===== src/rtl/rcts_pkg.sv =====
// Constants and carriers of the radio timebase and sleep register slice.
// Assumes a 250 MHz system clock and a 32-bit AXI4-Lite master.
package rcts_pkg;

    // ****************************************
    // Register byte addresses
    // ****************************************
    localparam logic [31:0] BASE_SNAP_OFS = 32'h4000001C;
    localparam logic [31:0] FINE_SNAP_OFS = 32'h40000020;
    localparam logic [31:0] ADDR_LO_OFS   = 32'h40000024;
    localparam logic [31:0] ADDR_HI_OFS   = 32'h40000028;
    localparam logic [31:0] PTRS_OFS      = 32'h4000002C;
    localparam logic [31:0] SLEEP_CTL_OFS = 32'h40000030;
    localparam logic [31:0] SLEEP_LEN_OFS = 32'h40000060;
    localparam logic [31:0] EVT_STAT_OFS  = 32'h40000064;
    localparam logic [31:0] EVT_CLR_OFS   = 32'h40000068;
    localparam logic [31:0] EVT_EN_OFS    = 32'h4000006C;
    localparam logic [31:0] SAMPLE_OFS    = 32'h40000070;

    // ****************************************
    // Field positions
    // ****************************************
    localparam int PRIV_BIT       = 16;
    localparam int ETS_LSB        = 16;
    localparam int EXT_BLOCK_BIT  = 31;
    localparam int SLEEP_STAT_BIT = 15;
    localparam int SW_WAKE_BIT    = 4;
    localparam int CORR_GO_BIT    = 3;
    localparam int SLEEP_ON_BIT   = 2;
    localparam int SAMPLE_BIT     = 0;
    localparam int EVT_WAKE_BIT   = 0;
    localparam int EVT_SLEEP_BIT  = 1;

    // ****************************************
    // Reset values and answers
    // ****************************************
    localparam logic [31:0] RESET_WORD  = 32'h0000_0000;
    localparam logic [1:0]  RESP_OKAY   = 2'h0;
    localparam logic [1:0]  RESP_SLVERR = 2'h2;
    localparam logic [1:0]  IRQ_EN_ALL  = 2'h3;

    // ****************************************
    // Timing
    // ****************************************
    localparam int CLK_PERIOD_NS = 4;
    localparam int US_NS         = 1000;
    localparam int SLOT_US       = 625;
    localparam int CYC_PER_US    = US_NS / CLK_PERIOD_NS;
    localparam logic [7:0] US_DIV_LAST = 8'(CYC_PER_US - 1);
    localparam logic [9:0] FINE_LAST   = 10'(SLOT_US - 1);

    // ****************************************
    // Bus carriers
    // ****************************************
    typedef struct packed {
        logic [31:0] awaddr;
        logic        awvalid;
        logic [31:0] wdata;
        logic [3:0]  wstrb;
        logic        wvalid;
        logic        bready;
        logic [31:0] araddr;
        logic        arvalid;
        logic        rready;
    } rcts_axi_req_s;

    typedef struct packed {
        logic        awready;
        logic        wready;
        logic [1:0]  bresp;
        logic        bvalid;
        logic        arready;
        logic [31:0] rdata;
        logic [1:0]  rresp;
        logic        rvalid;
    } rcts_axi_rsp_s;

endpackage : rcts_pkg


===== src/rtl/rcts_regs.sv =====
// Timebase snapshots, link address, buffer pointers and deep-sleep control.
// Assumes an AXI4-Lite master, a low power clock sampled on sys_clk.
//
// What this block does
// RULE1: 27-bit base time copy, refreshed on each sample strobe write.
// RULE2: 10-bit microsecond counter copy, refreshed on each sample strobe write.
// RULE3: Lower 32 address bits in a read-write register, reset zero.
// RULE4: Upper 16 address bits in low half of second register, reset zero.
// RULE5: Bit 16 of upper register marks address private when one.
// RULE6: 16-bit read-write exchange table start pointer.
// RULE7: 15-bit read-write receive descriptor list start pointer.
// RULE8: Block bit set makes external wake requests ignored.
// RULE9: Read-only status bit shows deep sleep is in force.
// RULE10: Software wake bit wakes from deep sleep, then self-clears; zero ignored.
// RULE11: Correction go restarts counters with corrections after wake; self-clears.
// RULE12: Sleep request enters deep sleep; cleared on status falling edge.
// RULE13: Software writes wake interrupt enable three whenever requesting sleep.
// RULE14: Two-bit enable field gates the low power wake interrupt.
// RULE15: Sleep lasts the programmed number of low power clock cycles.
// RULE16: Undefined bits read zero and ignore writes.
//
// Decided for this implementation: register access over AXI4-Lite.
`timescale 1ns/1ps
`default_nettype none

module rcts_regs (
    // Clock and reset
    input  wire logic                   sys_clk,
    input  wire logic                   resetn,
    // Register bus
    input  wire rcts_pkg::rcts_axi_req_s s_axi_req,
    output rcts_pkg::rcts_axi_rsp_s     s_axi_rsp,
    // Sleep environment
    input  wire logic                   lp_clk,
    input  wire logic                   ext_wake_req,
    input  wire logic [26:0]            slot_counter_corr,
    input  wire logic [9:0]             microsecond_counter_corr,
    // Status and interrupts
    output logic                        deep_sleep_active,
    output logic                        low_power_wake_interrupt,
    output logic                        irq
);
    import rcts_pkg::*;

    // ****************************************
    // State
    // ****************************************
    typedef struct packed {
        logic        aw_held;
        logic [31:0] awaddr;
        logic        w_held;
        logic [31:0] wdata;
        logic [3:0]  wstrb;
        logic        bvalid;
        logic [1:0]  bresp;
        logic        rvalid;
        logic [31:0] rdata;
        logic [1:0]  rresp;
        logic [26:0] slot_counter_value;
        logic [9:0]  microsecond_counter_value;
        logic [7:0]  us_div;
        logic        cnt_run;
        logic [26:0] base_snap;
        logic [9:0]  fine_snap;
        logic [31:0] link_address_lower;
        logic [15:0] link_address_upper;
        logic        address_is_private;
        logic [15:0] exchange_table_start;
        logic [14:0] receive_list_start;
        logic        external_wake_block;
        logic        sleep_on;
        logic        asleep;
        logic        software_wake_request;
        logic [1:0]  wake_irq_en;
        logic [31:0] sleep_length_cycles;
        logic [31:0] sleep_cnt;
        logic        lp_prev;
        logic [1:0]  evt_stat;
        logic [1:0]  evt_en;
        logic        wake_irq;
    } rcts_state_s;

    rcts_state_s st_r;
    rcts_state_s st_nxt;

    logic        wr_go;
    logic        wr_hit;
    logic        rd_hit;
    logic [31:0] rd_word;
    logic [31:0] wmask;
    logic [31:0] wv;
    logic [1:0]  evt_set;
    logic        lp_rise;
    logic        wake_now;
    logic        timer_done;

    // ****************************************
    // Byte lane mask
    // ****************************************
    genvar gi;
    generate
        for (gi = 0; gi < 4; gi++) begin : g_lane
            assign wmask[gi*8 +: 8] = {8{st_r.wstrb[gi]}};
        end
    endgenerate

    // ****************************************
    // Read decode
    // ****************************************
    always_comb begin
        rd_hit  = 1'b1;
        rd_word = RESET_WORD;
        unique case (s_axi_req.araddr)
            BASE_SNAP_OFS: rd_word = {5'h00, st_r.base_snap}; // RULE1 RULE16
            FINE_SNAP_OFS: rd_word = {22'h000000, st_r.fine_snap}; // RULE2
            ADDR_LO_OFS:   rd_word = st_r.link_address_lower; // RULE3
            ADDR_HI_OFS:   rd_word = {15'h0000, st_r.address_is_private,
                                      st_r.link_address_upper}; // RULE4 RULE5
            PTRS_OFS:      rd_word = {st_r.exchange_table_start, 1'b0,
                                      st_r.receive_list_start}; // RULE6 RULE7
            SLEEP_CTL_OFS: rd_word = {st_r.external_wake_block, 15'h0000,
                                      st_r.asleep, 10'h000,
                                      st_r.software_wake_request, 1'b0,
                                      st_r.sleep_on, st_r.wake_irq_en}; // RULE9
            SLEEP_LEN_OFS: rd_word = st_r.sleep_length_cycles;
            EVT_STAT_OFS:  rd_word = {30'h00000000, st_r.evt_stat};
            EVT_EN_OFS:    rd_word = {30'h00000000, st_r.evt_en};
            EVT_CLR_OFS:   rd_word = RESET_WORD;
            SAMPLE_OFS:    rd_word = RESET_WORD;
            default:       rd_hit  = 1'b0;
        endcase
    end

    // ****************************************
    // Next state
    // ****************************************
    always_comb begin
        st_nxt     = st_r;
        evt_set    = 2'h0;
        wr_hit     = 1'b0;
        wv         = (st_r.wdata & wmask);
        wr_go      = st_r.aw_held && st_r.w_held && !st_r.bvalid;
        lp_rise    = lp_clk && !st_r.lp_prev;
        timer_done = st_r.sleep_cnt >= st_r.sleep_length_cycles;
        wake_now   = 1'b0;
        st_nxt.lp_prev = lp_clk;

        // Write channel capture
        if (s_axi_rsp.awready && s_axi_req.awvalid) begin
            st_nxt.aw_held = 1'b1;
            st_nxt.awaddr  = s_axi_req.awaddr;
        end
        if (s_axi_rsp.wready && s_axi_req.wvalid) begin
            st_nxt.w_held = 1'b1;
            st_nxt.wdata  = s_axi_req.wdata;
            st_nxt.wstrb  = s_axi_req.wstrb;
        end
        if (st_r.bvalid && s_axi_req.bready) begin
            st_nxt.bvalid = 1'b0;
        end

        // Read channel
        if (st_r.rvalid && s_axi_req.rready) begin
            st_nxt.rvalid = 1'b0;
        end
        if (s_axi_rsp.arready && s_axi_req.arvalid) begin
            st_nxt.rvalid = 1'b1;
            st_nxt.rdata  = rd_word;
            st_nxt.rresp  = rd_hit ? RESP_OKAY : RESP_SLVERR;
        end

        // Microsecond and slot counters, stopped from sleep entry until correction go
        if (st_r.cnt_run) begin
            if (st_r.us_div == US_DIV_LAST) begin
                st_nxt.us_div = 8'h00;
                if (st_r.microsecond_counter_value == FINE_LAST) begin
                    st_nxt.microsecond_counter_value = 10'h000;
                    st_nxt.slot_counter_value = st_r.slot_counter_value + 27'h0000001;
                end else begin
                    st_nxt.microsecond_counter_value =
                        st_r.microsecond_counter_value + 10'h001;
                end
            end else begin
                st_nxt.us_div = st_r.us_div + 8'h01;
            end
        end

        // Deep sleep sequencing
        if (st_r.asleep) begin
            if (lp_rise && !timer_done) begin
                st_nxt.sleep_cnt = st_r.sleep_cnt + 32'h00000001; // RULE15
            end
            wake_now = timer_done // RULE15
                || st_r.software_wake_request // RULE10
                || (ext_wake_req && !st_r.external_wake_block); // RULE8
            if (wake_now) begin
                st_nxt.asleep                = 1'b0;
                st_nxt.sleep_on              = 1'b0; // RULE12
                st_nxt.software_wake_request = 1'b0; // RULE10
                evt_set[EVT_WAKE_BIT]        = 1'b1;
                st_nxt.wake_irq = |st_r.wake_irq_en; // RULE14
            end
        end else if (st_r.sleep_on) begin
            st_nxt.asleep    = 1'b1; // RULE12
            st_nxt.cnt_run   = 1'b0;
            st_nxt.sleep_cnt = RESET_WORD;
            evt_set[EVT_SLEEP_BIT] = 1'b1;
        end

        // Register writes
        if (wr_go) begin
            st_nxt.aw_held = 1'b0;
            st_nxt.w_held  = 1'b0;
            st_nxt.bvalid  = 1'b1;
            wr_hit         = 1'b1;
            unique case (st_r.awaddr)
                ADDR_LO_OFS: begin
                    st_nxt.link_address_lower =
                        (st_r.link_address_lower & ~wmask) | wv; // RULE3
                end
                ADDR_HI_OFS: begin
                    if (st_r.wstrb[0]) st_nxt.link_address_upper[7:0] = wv[7:0]; // RULE4
                    if (st_r.wstrb[1]) st_nxt.link_address_upper[15:8] = wv[15:8];
                    if (st_r.wstrb[2]) st_nxt.address_is_private = wv[PRIV_BIT]; // RULE5
                end
                PTRS_OFS: begin
                    if (st_r.wstrb[0]) st_nxt.receive_list_start[7:0] = wv[7:0]; // RULE7
                    if (st_r.wstrb[1]) st_nxt.receive_list_start[14:8] = wv[14:8];
                    if (st_r.wstrb[2]) st_nxt.exchange_table_start[7:0] =
                        wv[ETS_LSB +: 8]; // RULE6
                    if (st_r.wstrb[3]) st_nxt.exchange_table_start[15:8] = wv[31:24];
                end
                SLEEP_CTL_OFS: begin
                    if (st_r.wstrb[3]) begin
                        st_nxt.external_wake_block = wv[EXT_BLOCK_BIT]; // RULE8
                    end
                    if (st_r.wstrb[0]) begin
                        st_nxt.wake_irq_en = wv[1:0]; // RULE14
                        if (wv[SLEEP_ON_BIT]) st_nxt.sleep_on = 1'b1; // RULE12
                        if (wv[SW_WAKE_BIT] && st_r.asleep && !wake_now) begin
                            st_nxt.software_wake_request = 1'b1; // RULE10
                        end
                        if (wv[CORR_GO_BIT] && !st_r.asleep && !st_r.cnt_run) begin
                            st_nxt.cnt_run = 1'b1; // RULE11
                            st_nxt.us_div  = 8'h00;
                            st_nxt.slot_counter_value = slot_counter_corr;
                            st_nxt.microsecond_counter_value = microsecond_counter_corr;
                            st_nxt.wake_irq = 1'b0;
                        end
                    end
                end
                SLEEP_LEN_OFS: begin
                    st_nxt.sleep_length_cycles =
                        (st_r.sleep_length_cycles & ~wmask) | wv; // RULE15
                end
                EVT_CLR_OFS: st_nxt.evt_stat = st_r.evt_stat & ~wv[1:0];
                EVT_EN_OFS:  if (st_r.wstrb[0]) st_nxt.evt_en = wv[1:0];
                SAMPLE_OFS: begin
                    if (wv[SAMPLE_BIT]) begin
                        st_nxt.base_snap = st_r.slot_counter_value; // RULE1
                        st_nxt.fine_snap = st_r.microsecond_counter_value; // RULE2
                    end
                end
                BASE_SNAP_OFS, FINE_SNAP_OFS, EVT_STAT_OFS: wr_hit = 1'b1;
                default: wr_hit = 1'b0; // RULE16
            endcase
            st_nxt.bresp = wr_hit ? RESP_OKAY : RESP_SLVERR;
        end

        // Event flags: a set in the clearing cycle wins
        st_nxt.evt_stat = st_nxt.evt_stat | evt_set;
    end

    // ****************************************
    // Registers
    // ****************************************
    always_ff @(posedge sys_clk or negedge resetn) begin
        if (!resetn) begin
            st_r         <= '0;
            st_r.cnt_run <= 1'b1;
        end else begin
            st_r <= st_nxt;
        end
    end

    // ****************************************
    // Outputs
    // ****************************************
    always_comb begin
        s_axi_rsp.awready = !st_r.aw_held && !st_r.bvalid;
        s_axi_rsp.wready  = !st_r.w_held && !st_r.bvalid;
        s_axi_rsp.bresp   = st_r.bresp;
        s_axi_rsp.bvalid  = st_r.bvalid;
        s_axi_rsp.arready = !st_r.rvalid;
        s_axi_rsp.rdata   = st_r.rdata;
        s_axi_rsp.rresp   = st_r.rresp;
        s_axi_rsp.rvalid  = st_r.rvalid;
    end

    assign deep_sleep_active        = st_r.asleep; // RULE9
    assign low_power_wake_interrupt = st_r.wake_irq; // RULE14
    assign irq                      = |(st_r.evt_stat & st_r.evt_en);

endmodule : rcts_regs

`default_nettype wire

===== config.mk =====
export PLATFORM = sky130hd
export DESIGN_NAME = rcts_regs
export DESIGN_NICKNAME = d
export VERILOG_FILES = /design/src/rtl/rcts_pkg.sv /design/src/rtl/rcts_regs.sv
export SDC_FILE = /design/constraint.sdc
export NUM_CORES = 1
export LEC_CHECK = 0
export BUFFER_PORTS_ARGS = -buffer_cell sky130_fd_sc_hd__buf_2
export CAP_MARGIN = 10
export CORE_MARGIN = 8
export CORE_UTILIZATION = 48
export CTS_CLUSTER_DIAMETER = 30
export CTS_CLUSTER_SIZE = 14
export DETAILED_ROUTE_END_ITERATION = 12
export PLACE_DENSITY_LB_ADDON = 0.05
export SLEW_MARGIN = 20
export SYNTH_ARGS = -nofsm -noshare
export SYNTH_HDL_FRONTEND = slang
export SYNTH_SLANG_ARGS = --single-unit

===== constraint.sdc =====
create_clock -name sys_clk -period 3.55 [get_ports sys_clk]
set_clock_uncertainty 0.1 [all_clocks]
set_input_delay 0.1775 -clock sys_clk [delete_from_list [all_inputs] [get_ports sys_clk]]
set_output_delay 0.1775 -clock sys_clk [all_outputs]
set_load 0.03 [all_outputs]

==> run summary, run 1 <==
run status = complete, no violations
Fin. Hold Viols = 0
number of global-route vias before repair = 13,713
layout cell share with drive strength beyond 1 = 32.5%
Post-synth EDFFs = 0
pwr dens = 640 nW/um^2
largest cells by area after synthesis = dfrtp_1, mux2_2, nand2_1, ha_1, nor2_1
CTS tree = built
Critical Path AT = 3.41 ns
Yosys warning count = 0
crit-path max cell delay = 0.50 ns
largest net degree at the start of global routing = 90
reg2reg path depth = 6
Tmin final = 3.06 ns
Worst Hold End = s_axi_rsp[3]$_DFFE_PN0P_
beginning of the worst hold path = s_axi_req[7]
Detail Route Antenna Nets = 0
die footprint = 41,200 sq um
Row Count = 68
Final Max Slew Viols = 0
initial core utilization = 48.7%
final setup margin = 0.492 ns
CTS clk-pin slew, worst paths = 0.04 ns
Area growth syn-to-layout = 32.2%
Hold Crit Class = in2reg
crit path kind = reg2reg
Avg Cell Area, Syn = 11.2 sq um
total wire length = 48,300 um
Post-synth top flop = dfrtp_1
first-pass GRT wire length = 77,700 um
ys async rst share = 100%
CP max FO = 8
worst path cell trace = nor4b_1 > nand4_1 > or2_0 > nor3_2 > nand3_1 > mux2_1
initial drt markers = 983
I/O Pins = 190
family with the most delay on the worst path = simple AND/OR/NAND/NOR gates
Seq cells post-synth = 345
PortBufs = 187
core area = 34,500 sq um
Buf+Inv Stages, Crit Path = 0
post-layout util = 64.4%
wire per inst = 20.5 um
Synth cell types = 68
Clock Sinks = 345
Post-Syn Area = 16,800 sq um
Post-synth top cells = dfrtp_1, mux2_2, nand2_1
RSZ-0062 raised after global routing = no
Num CTS Buffers = 85
Tightest Pin Transition = 1.06 ns
insertion delay to the later sink of the worst-skew pair = 0.59 ns
DRC Markers = 0
Die Span Y = 203 um
CP Launch Type = register
post-DR vias/cell = 5.56
Total GRT Usage = 23.7%
Die W = 203 um
CP endpoint kind = register
number of max-cap violations = 0
Crit path required time = 3.90 ns
Max VDD drop = 554 uV
Worst R2R Setup Slack = 0.49 ns
clock root cell = clkbuf_16
Clock Tree Buf Depth = 3
slowest CP cell = or2_0
# fillers = 2,735
worst flop-to-flop path startpoint = st_r[321]$_DFFE_PN0P_
number of cells on the worst hold path = 5
leading area contributor after synthesis = dfrtp_1
Post-CTS Setup Repair Bufs = 0
Syn Inst Count = 1,504
Max Freq = 327 MHz
Final nets = 2,014
LEAKAGE = 10.2 nW
period utilization = 86.1%
Detailed Routing Iterations Pass 1 = 5
pre-CTS WS = 0.616 ns
global route overflow = 0
post-cts repair resize count = 0
initial antenna violation count = 2
Yosys top cell area share = 51.3%
final setup fails = 0
H-tree depth = 3
via count = 13,105
final setup TNS = 0 ns
routability cong. = 0.863
post-synthesis sequential area ratio = 51.5%
Worst slew margin = 28.6%
top-count cell post-synth = dfrtp_1
DP Wirelength = 33,900 um
[layer usage]
metal  vias to the layer above  part of all wire [%]  global-route usage, %
met2                       346                    47                   37.5
met4                         2                   1.9                   7.67
met5                         -                 0.027                      0
met1                      6541                    46                   32.6
met3                        69                   5.2                   4.54
li1                       6147                     -                      -
[worst max path at each step]
stage / cells after the start / slack (ns) / to / start
2_1_floorplan: 9 / 0.95 / st_r[19]$_DFFE_PN0P_ / st_r[19]$_DFFE_PN0P_
4_1_cts: 6 / 0.58 / register / st_r[321]$_DFFE_PN0P_
6_report: 6 / 0.49 / register / st_r[321]$_DFFE_PN0P_
3_5_place_dp: 6 / 0.62 / register / st_r[321]$_DFFE_PN0P_
5_1_grt: 6 / 0.31 / st_r[115]$_DFFE_PN0P_ / st_r[321]$_DFFE_PN0P_
3_3_place_gp: 6 / 0.65 / st_r[215]$_DFF_PN0_ / st_r[321]$_DFFE_PN0P_
[power by group]
group          switching (mW)  total [mW]  internal, mW
clock                    2.40        7.75          5.34
sequential              0.541        4.97          4.43
combinational           0.729        1.47         0.742
total                    3.67        14.2          10.5
[worst register-to-register path, delay by kind of cell (launching register included)]
family	cells	cell delay (ns)
flops	1	0.38
mux	1	0.48
simple gates	5	1.97
[cell usage in the layout (no fill, tap or decap), types with 11 or more instances in the layout]
| cell type | netlist | layout |
|---|---|---|
| a21oi_1 | 36 | 36 |
| a221oi_1 | 20 | 20 |
| a222oi_1 | 14 | 14 |
| a22o_1 | 27 | 27 |
| a22oi_1 | 12 | 12 |
| a31oi_1 | 24 | 24 |
| and3_1 | 14 | 14 |
| buf_2 | 8 | 186 |
| buf_4 | 38 | 36 |
| clkbuf_1 | 49 | 14 |
| clkbuf_16 | 0 | 85 |
| clkbuf_8 | 0 | 11 |
| clkinv_2 | 0 | 22 |
| dfrtp_1 | 344 | 344 |
| dlygate4sd3_1 | 0 | 114 |
| ha_1 | 38 | 38 |
| inv_1 | 54 | 54 |
| mux2_2 | 220 | 220 |
| mux2i_1 | 18 | 18 |
| nand2_1 | 162 | 162 |
| nand3_1 | 45 | 45 |
| nand4_1 | 30 | 30 |
| nor2_1 | 85 | 85 |
| nor3_1 | 24 | 23 |
| nor4_1 | 30 | 29 |
| o21ai_0 | 50 | 50 |
| xnor2_1 | 24 | 24 |
[layout make-up]
cell class                      count  area, sq um  share of cell area [%]
Sequential cell                   345         8630                    38.9
Clock buffer                      110         2330                    10.5
Antenna cell                        1         2.50                  0.0113
Timing Repair Buffer              341         2440                    11.0
Tap cell                          455          569                    2.57
Clock inverter                     48          577                    2.60
Multi-Input combinational cell   1002         7420                    33.4
Inverter                           55          206                   0.931
[timing repair]
item,in CTS,in global routing
hold buffers,114,0
endpoints found under the hold margin,196,0
setup endpoints to repair,0,0
[cells by family after synthesis]
group	after synthesis	share of synthesized area (%)
buffers and inverters	158	4.58
DFF	345	51.5
and+or+nand+nor	455	13.5
other	1	0.0224
adders and majority gates	38	2.83
AOI/OAI and AO/OA	233	9.79
xor gates and xnor gates	33	1.72
muxes	241	16.0
[stage by stage]
step | instances | area (sq um) | total power [mW] | hold slack [ns]
after floorplan | 1505 | 16800 | 5.84 | -0.218
after global placement | 2084 | 18100 | 6.35 | 0.172
after detailed placement | 2084 | 18100 | 6.39 | 0.163
after CTS | 2356 | 22200 | 14.3 | 0.00668
after global routing | 2357 | 22200 | 14.7 | 0.0421
final | 2357 | 22200 | 14.2 | 0.0289
Power figures use the tool's default switching activity.
==> run 2, diff against run 1 <==
--- a/config.mk
+++ b/config.mk
@@ -8,11 +8,12 @@
 export BUFFER_PORTS_ARGS = -buffer_cell sky130_fd_sc_hd__buf_2
 export CAP_MARGIN = 10
 export CORE_MARGIN = 8
-export CORE_UTILIZATION = 48
+export CORE_UTILIZATION = 30
 export CTS_CLUSTER_DIAMETER = 30
 export CTS_CLUSTER_SIZE = 14
 export DETAILED_ROUTE_END_ITERATION = 12
 export PLACE_DENSITY_LB_ADDON = 0.05
+export RECOVER_POWER = 25
 export SLEW_MARGIN = 20
 export SYNTH_ARGS = -nofsm -noshare
 export SYNTH_HDL_FRONTEND = slang
==> run 2 against run 1 <==
Compared with the run above:
- worst setup slack better by 0.13 ns
- register-to-register slack better by 0.13 ns
- critical path depth unchanged
- wire length up 15%
- sequential share of layout area down 1.7 points
- the flow now finishes with violations (capacitance limit, slew limit)
==> run summary, run 2 (same netlist as run 1, synthesis figures left out) <==
Row Count = 86
LEAKAGE = 10.5 nW
# fillers = 5,346
Tmin final = 2.93 ns
Max VDD drop = 573 uV
via count = 13,129
layout cell share with drive strength beyond 1 = 33.5%
CTS clk-pin slew, worst paths = 0.04 ns
Worst slew margin = -83.7%
CTS tree = built
Clock Sinks = 345
die footprint = 63,700 sq um
wire per inst = 20.7 um
CP endpoint kind = register
Crit path depth = 6
Placed Cells = 2,387
Die W = 252 um
Buf+Inv Stages, Crit Path = 0
post-layout util = 42.0%
number of cells on the worst hold path = 5
DRC Markers = 0
hold_ws = 0.0324 ns
Post-CTS Setup Repair Bufs = 0
Detailed Routing Iterations Pass 1 = 6
Area growth syn-to-layout = 38.3%
first-pass GRT wire length = 85,700 um
cts hold-fix bufs = 115
post-cts repair resize count = 0
failing checks = capacitance limit, slew limit
number of global-route vias before repair = 14,212
pre-CTS WS = 0.530 ns
initial core utilization = 30.4%
largest net degree at the start of global routing = 108
RSZ-0062 raised after global routing = no
crit path kind = reg2reg
Power, Total = 15.5 mW
Post-DP Area = 18,600 sq um
Crit path required time = 3.95 ns
pwr dens = 668 nW/um^2
most common cell after layout, fill and taps aside = dfrtp_1
Hold Crit Class = in2reg
Clock Tree Buf Depth = 3
CP Launch Type = register
clock root cell = clkbuf_16
Fin. Hold Viols = 0
Final Non-Filler Cells = 2,684
Detail Route Antenna Nets = 0
Num CTS Buffers = 99
Die Span Y = 252 um
Critical Path AT = 3.33 ns
slowest CP cell = or2_0
crit-path max cell delay = 0.49 ns
core area = 55,200 sq um
I/O Pins = 190
fin area = 23,200 sq um
most frequent cells in the layout = dfrtp_1, mux2_2, buf_2
final setup TNS = 0 ns
family with the most delay on the worst path = simple AND/OR/NAND/NOR gates
final setup fails = 0
Max Freq = 341 MHz
number of max-cap violations = 1
worst path cell trace = nor4_1 > nand4_1 > or2_0 > nor3_2 > nand3_1 > mux2_2
total wire length = 55,500 um
H-tree depth = 3
final setup margin = 0.620 ns
CP max FO = 8
reg2reg path depth = 6
run status = complete, but fails checks
initial drt markers = 663
Total GRT Usage = 17.3%
post-DR vias/cell = 4.89
Tightest Pin Transition = 2.76 ns
period utilization = 82.5%
Final Max Slew Viols = 105
initial antenna violation count = 2
insertion delay to the later sink of the worst-skew pair = 0.62 ns
routability cong. = 0.774
PortBufs = 187
global route overflow = 0
Final nets = 2,039
DP Wirelength = 39,600 um
## run 2: final timing paths
check,slack [ns],from,to
max,0.62,st_r[327]$_DFFE_PN0P_,register
min,0.03,ext_wake_req,deep_sleep_active$_DFF_PN0_
max reg2reg,0.62,st_r[327]$_DFFE_PN0P_,register
min reg2reg,0.38,s_axi_rsp[34]$_DFFE_PN0P_,s_axi_rsp[34]$_DFFE_PN0P_
max in group asynchronous,0.79,resetn,s_axi_rsp[4]$_DFFE_PN0P_
min in group asynchronous,0.85,resetn,st_r[198]$_DFF_PN0_
## run 2: worst reg2reg max path, cell delays in order (launching register included)
cell     delay (ns)
dfrtp_1        0.37
nor4_1         0.34
nand4_1        0.25
or2_0          0.49
nor3_2         0.46
nand3_1        0.41
mux2_2         0.41
## run 2: area by class of cell
class	instances	area [sq um]	share of cell area (%)
Antenna cell	1	2.50	0.0108
Clock buffer	135	2840	12.3
Clock inverter	46	632	2.72
Inverter	55	206	0.890
Multi-Input combinational cell	1002	7430	32.0
Sequential cell	345	8630	37.2
Tap cell	748	936	4.03
Timing Repair Buffer	352	2520	10.9
## run 2: layer usage
layer  wire length [um]  GRT usage, %  vias up  share of wire (%)
met1              24900          22.5     6597                 45
li1                   -             -     6191                  -
met3               2390          3.95       83                4.3
met5                  0             0        -                  0
met4               1370          5.72        0                2.5
met2              26800          28.3      258                 48
## run 2: report_power, final
group / leakage (nW) / internal [mW] / switching [mW] / total, mW
Sequential: 4.34 / 4.43 / 0.563 / 4.99
Combinational: 4.47 / 0.740 / 0.744 / 1.48
Clock: 1.71 / 6.41 / 2.61 / 9.03
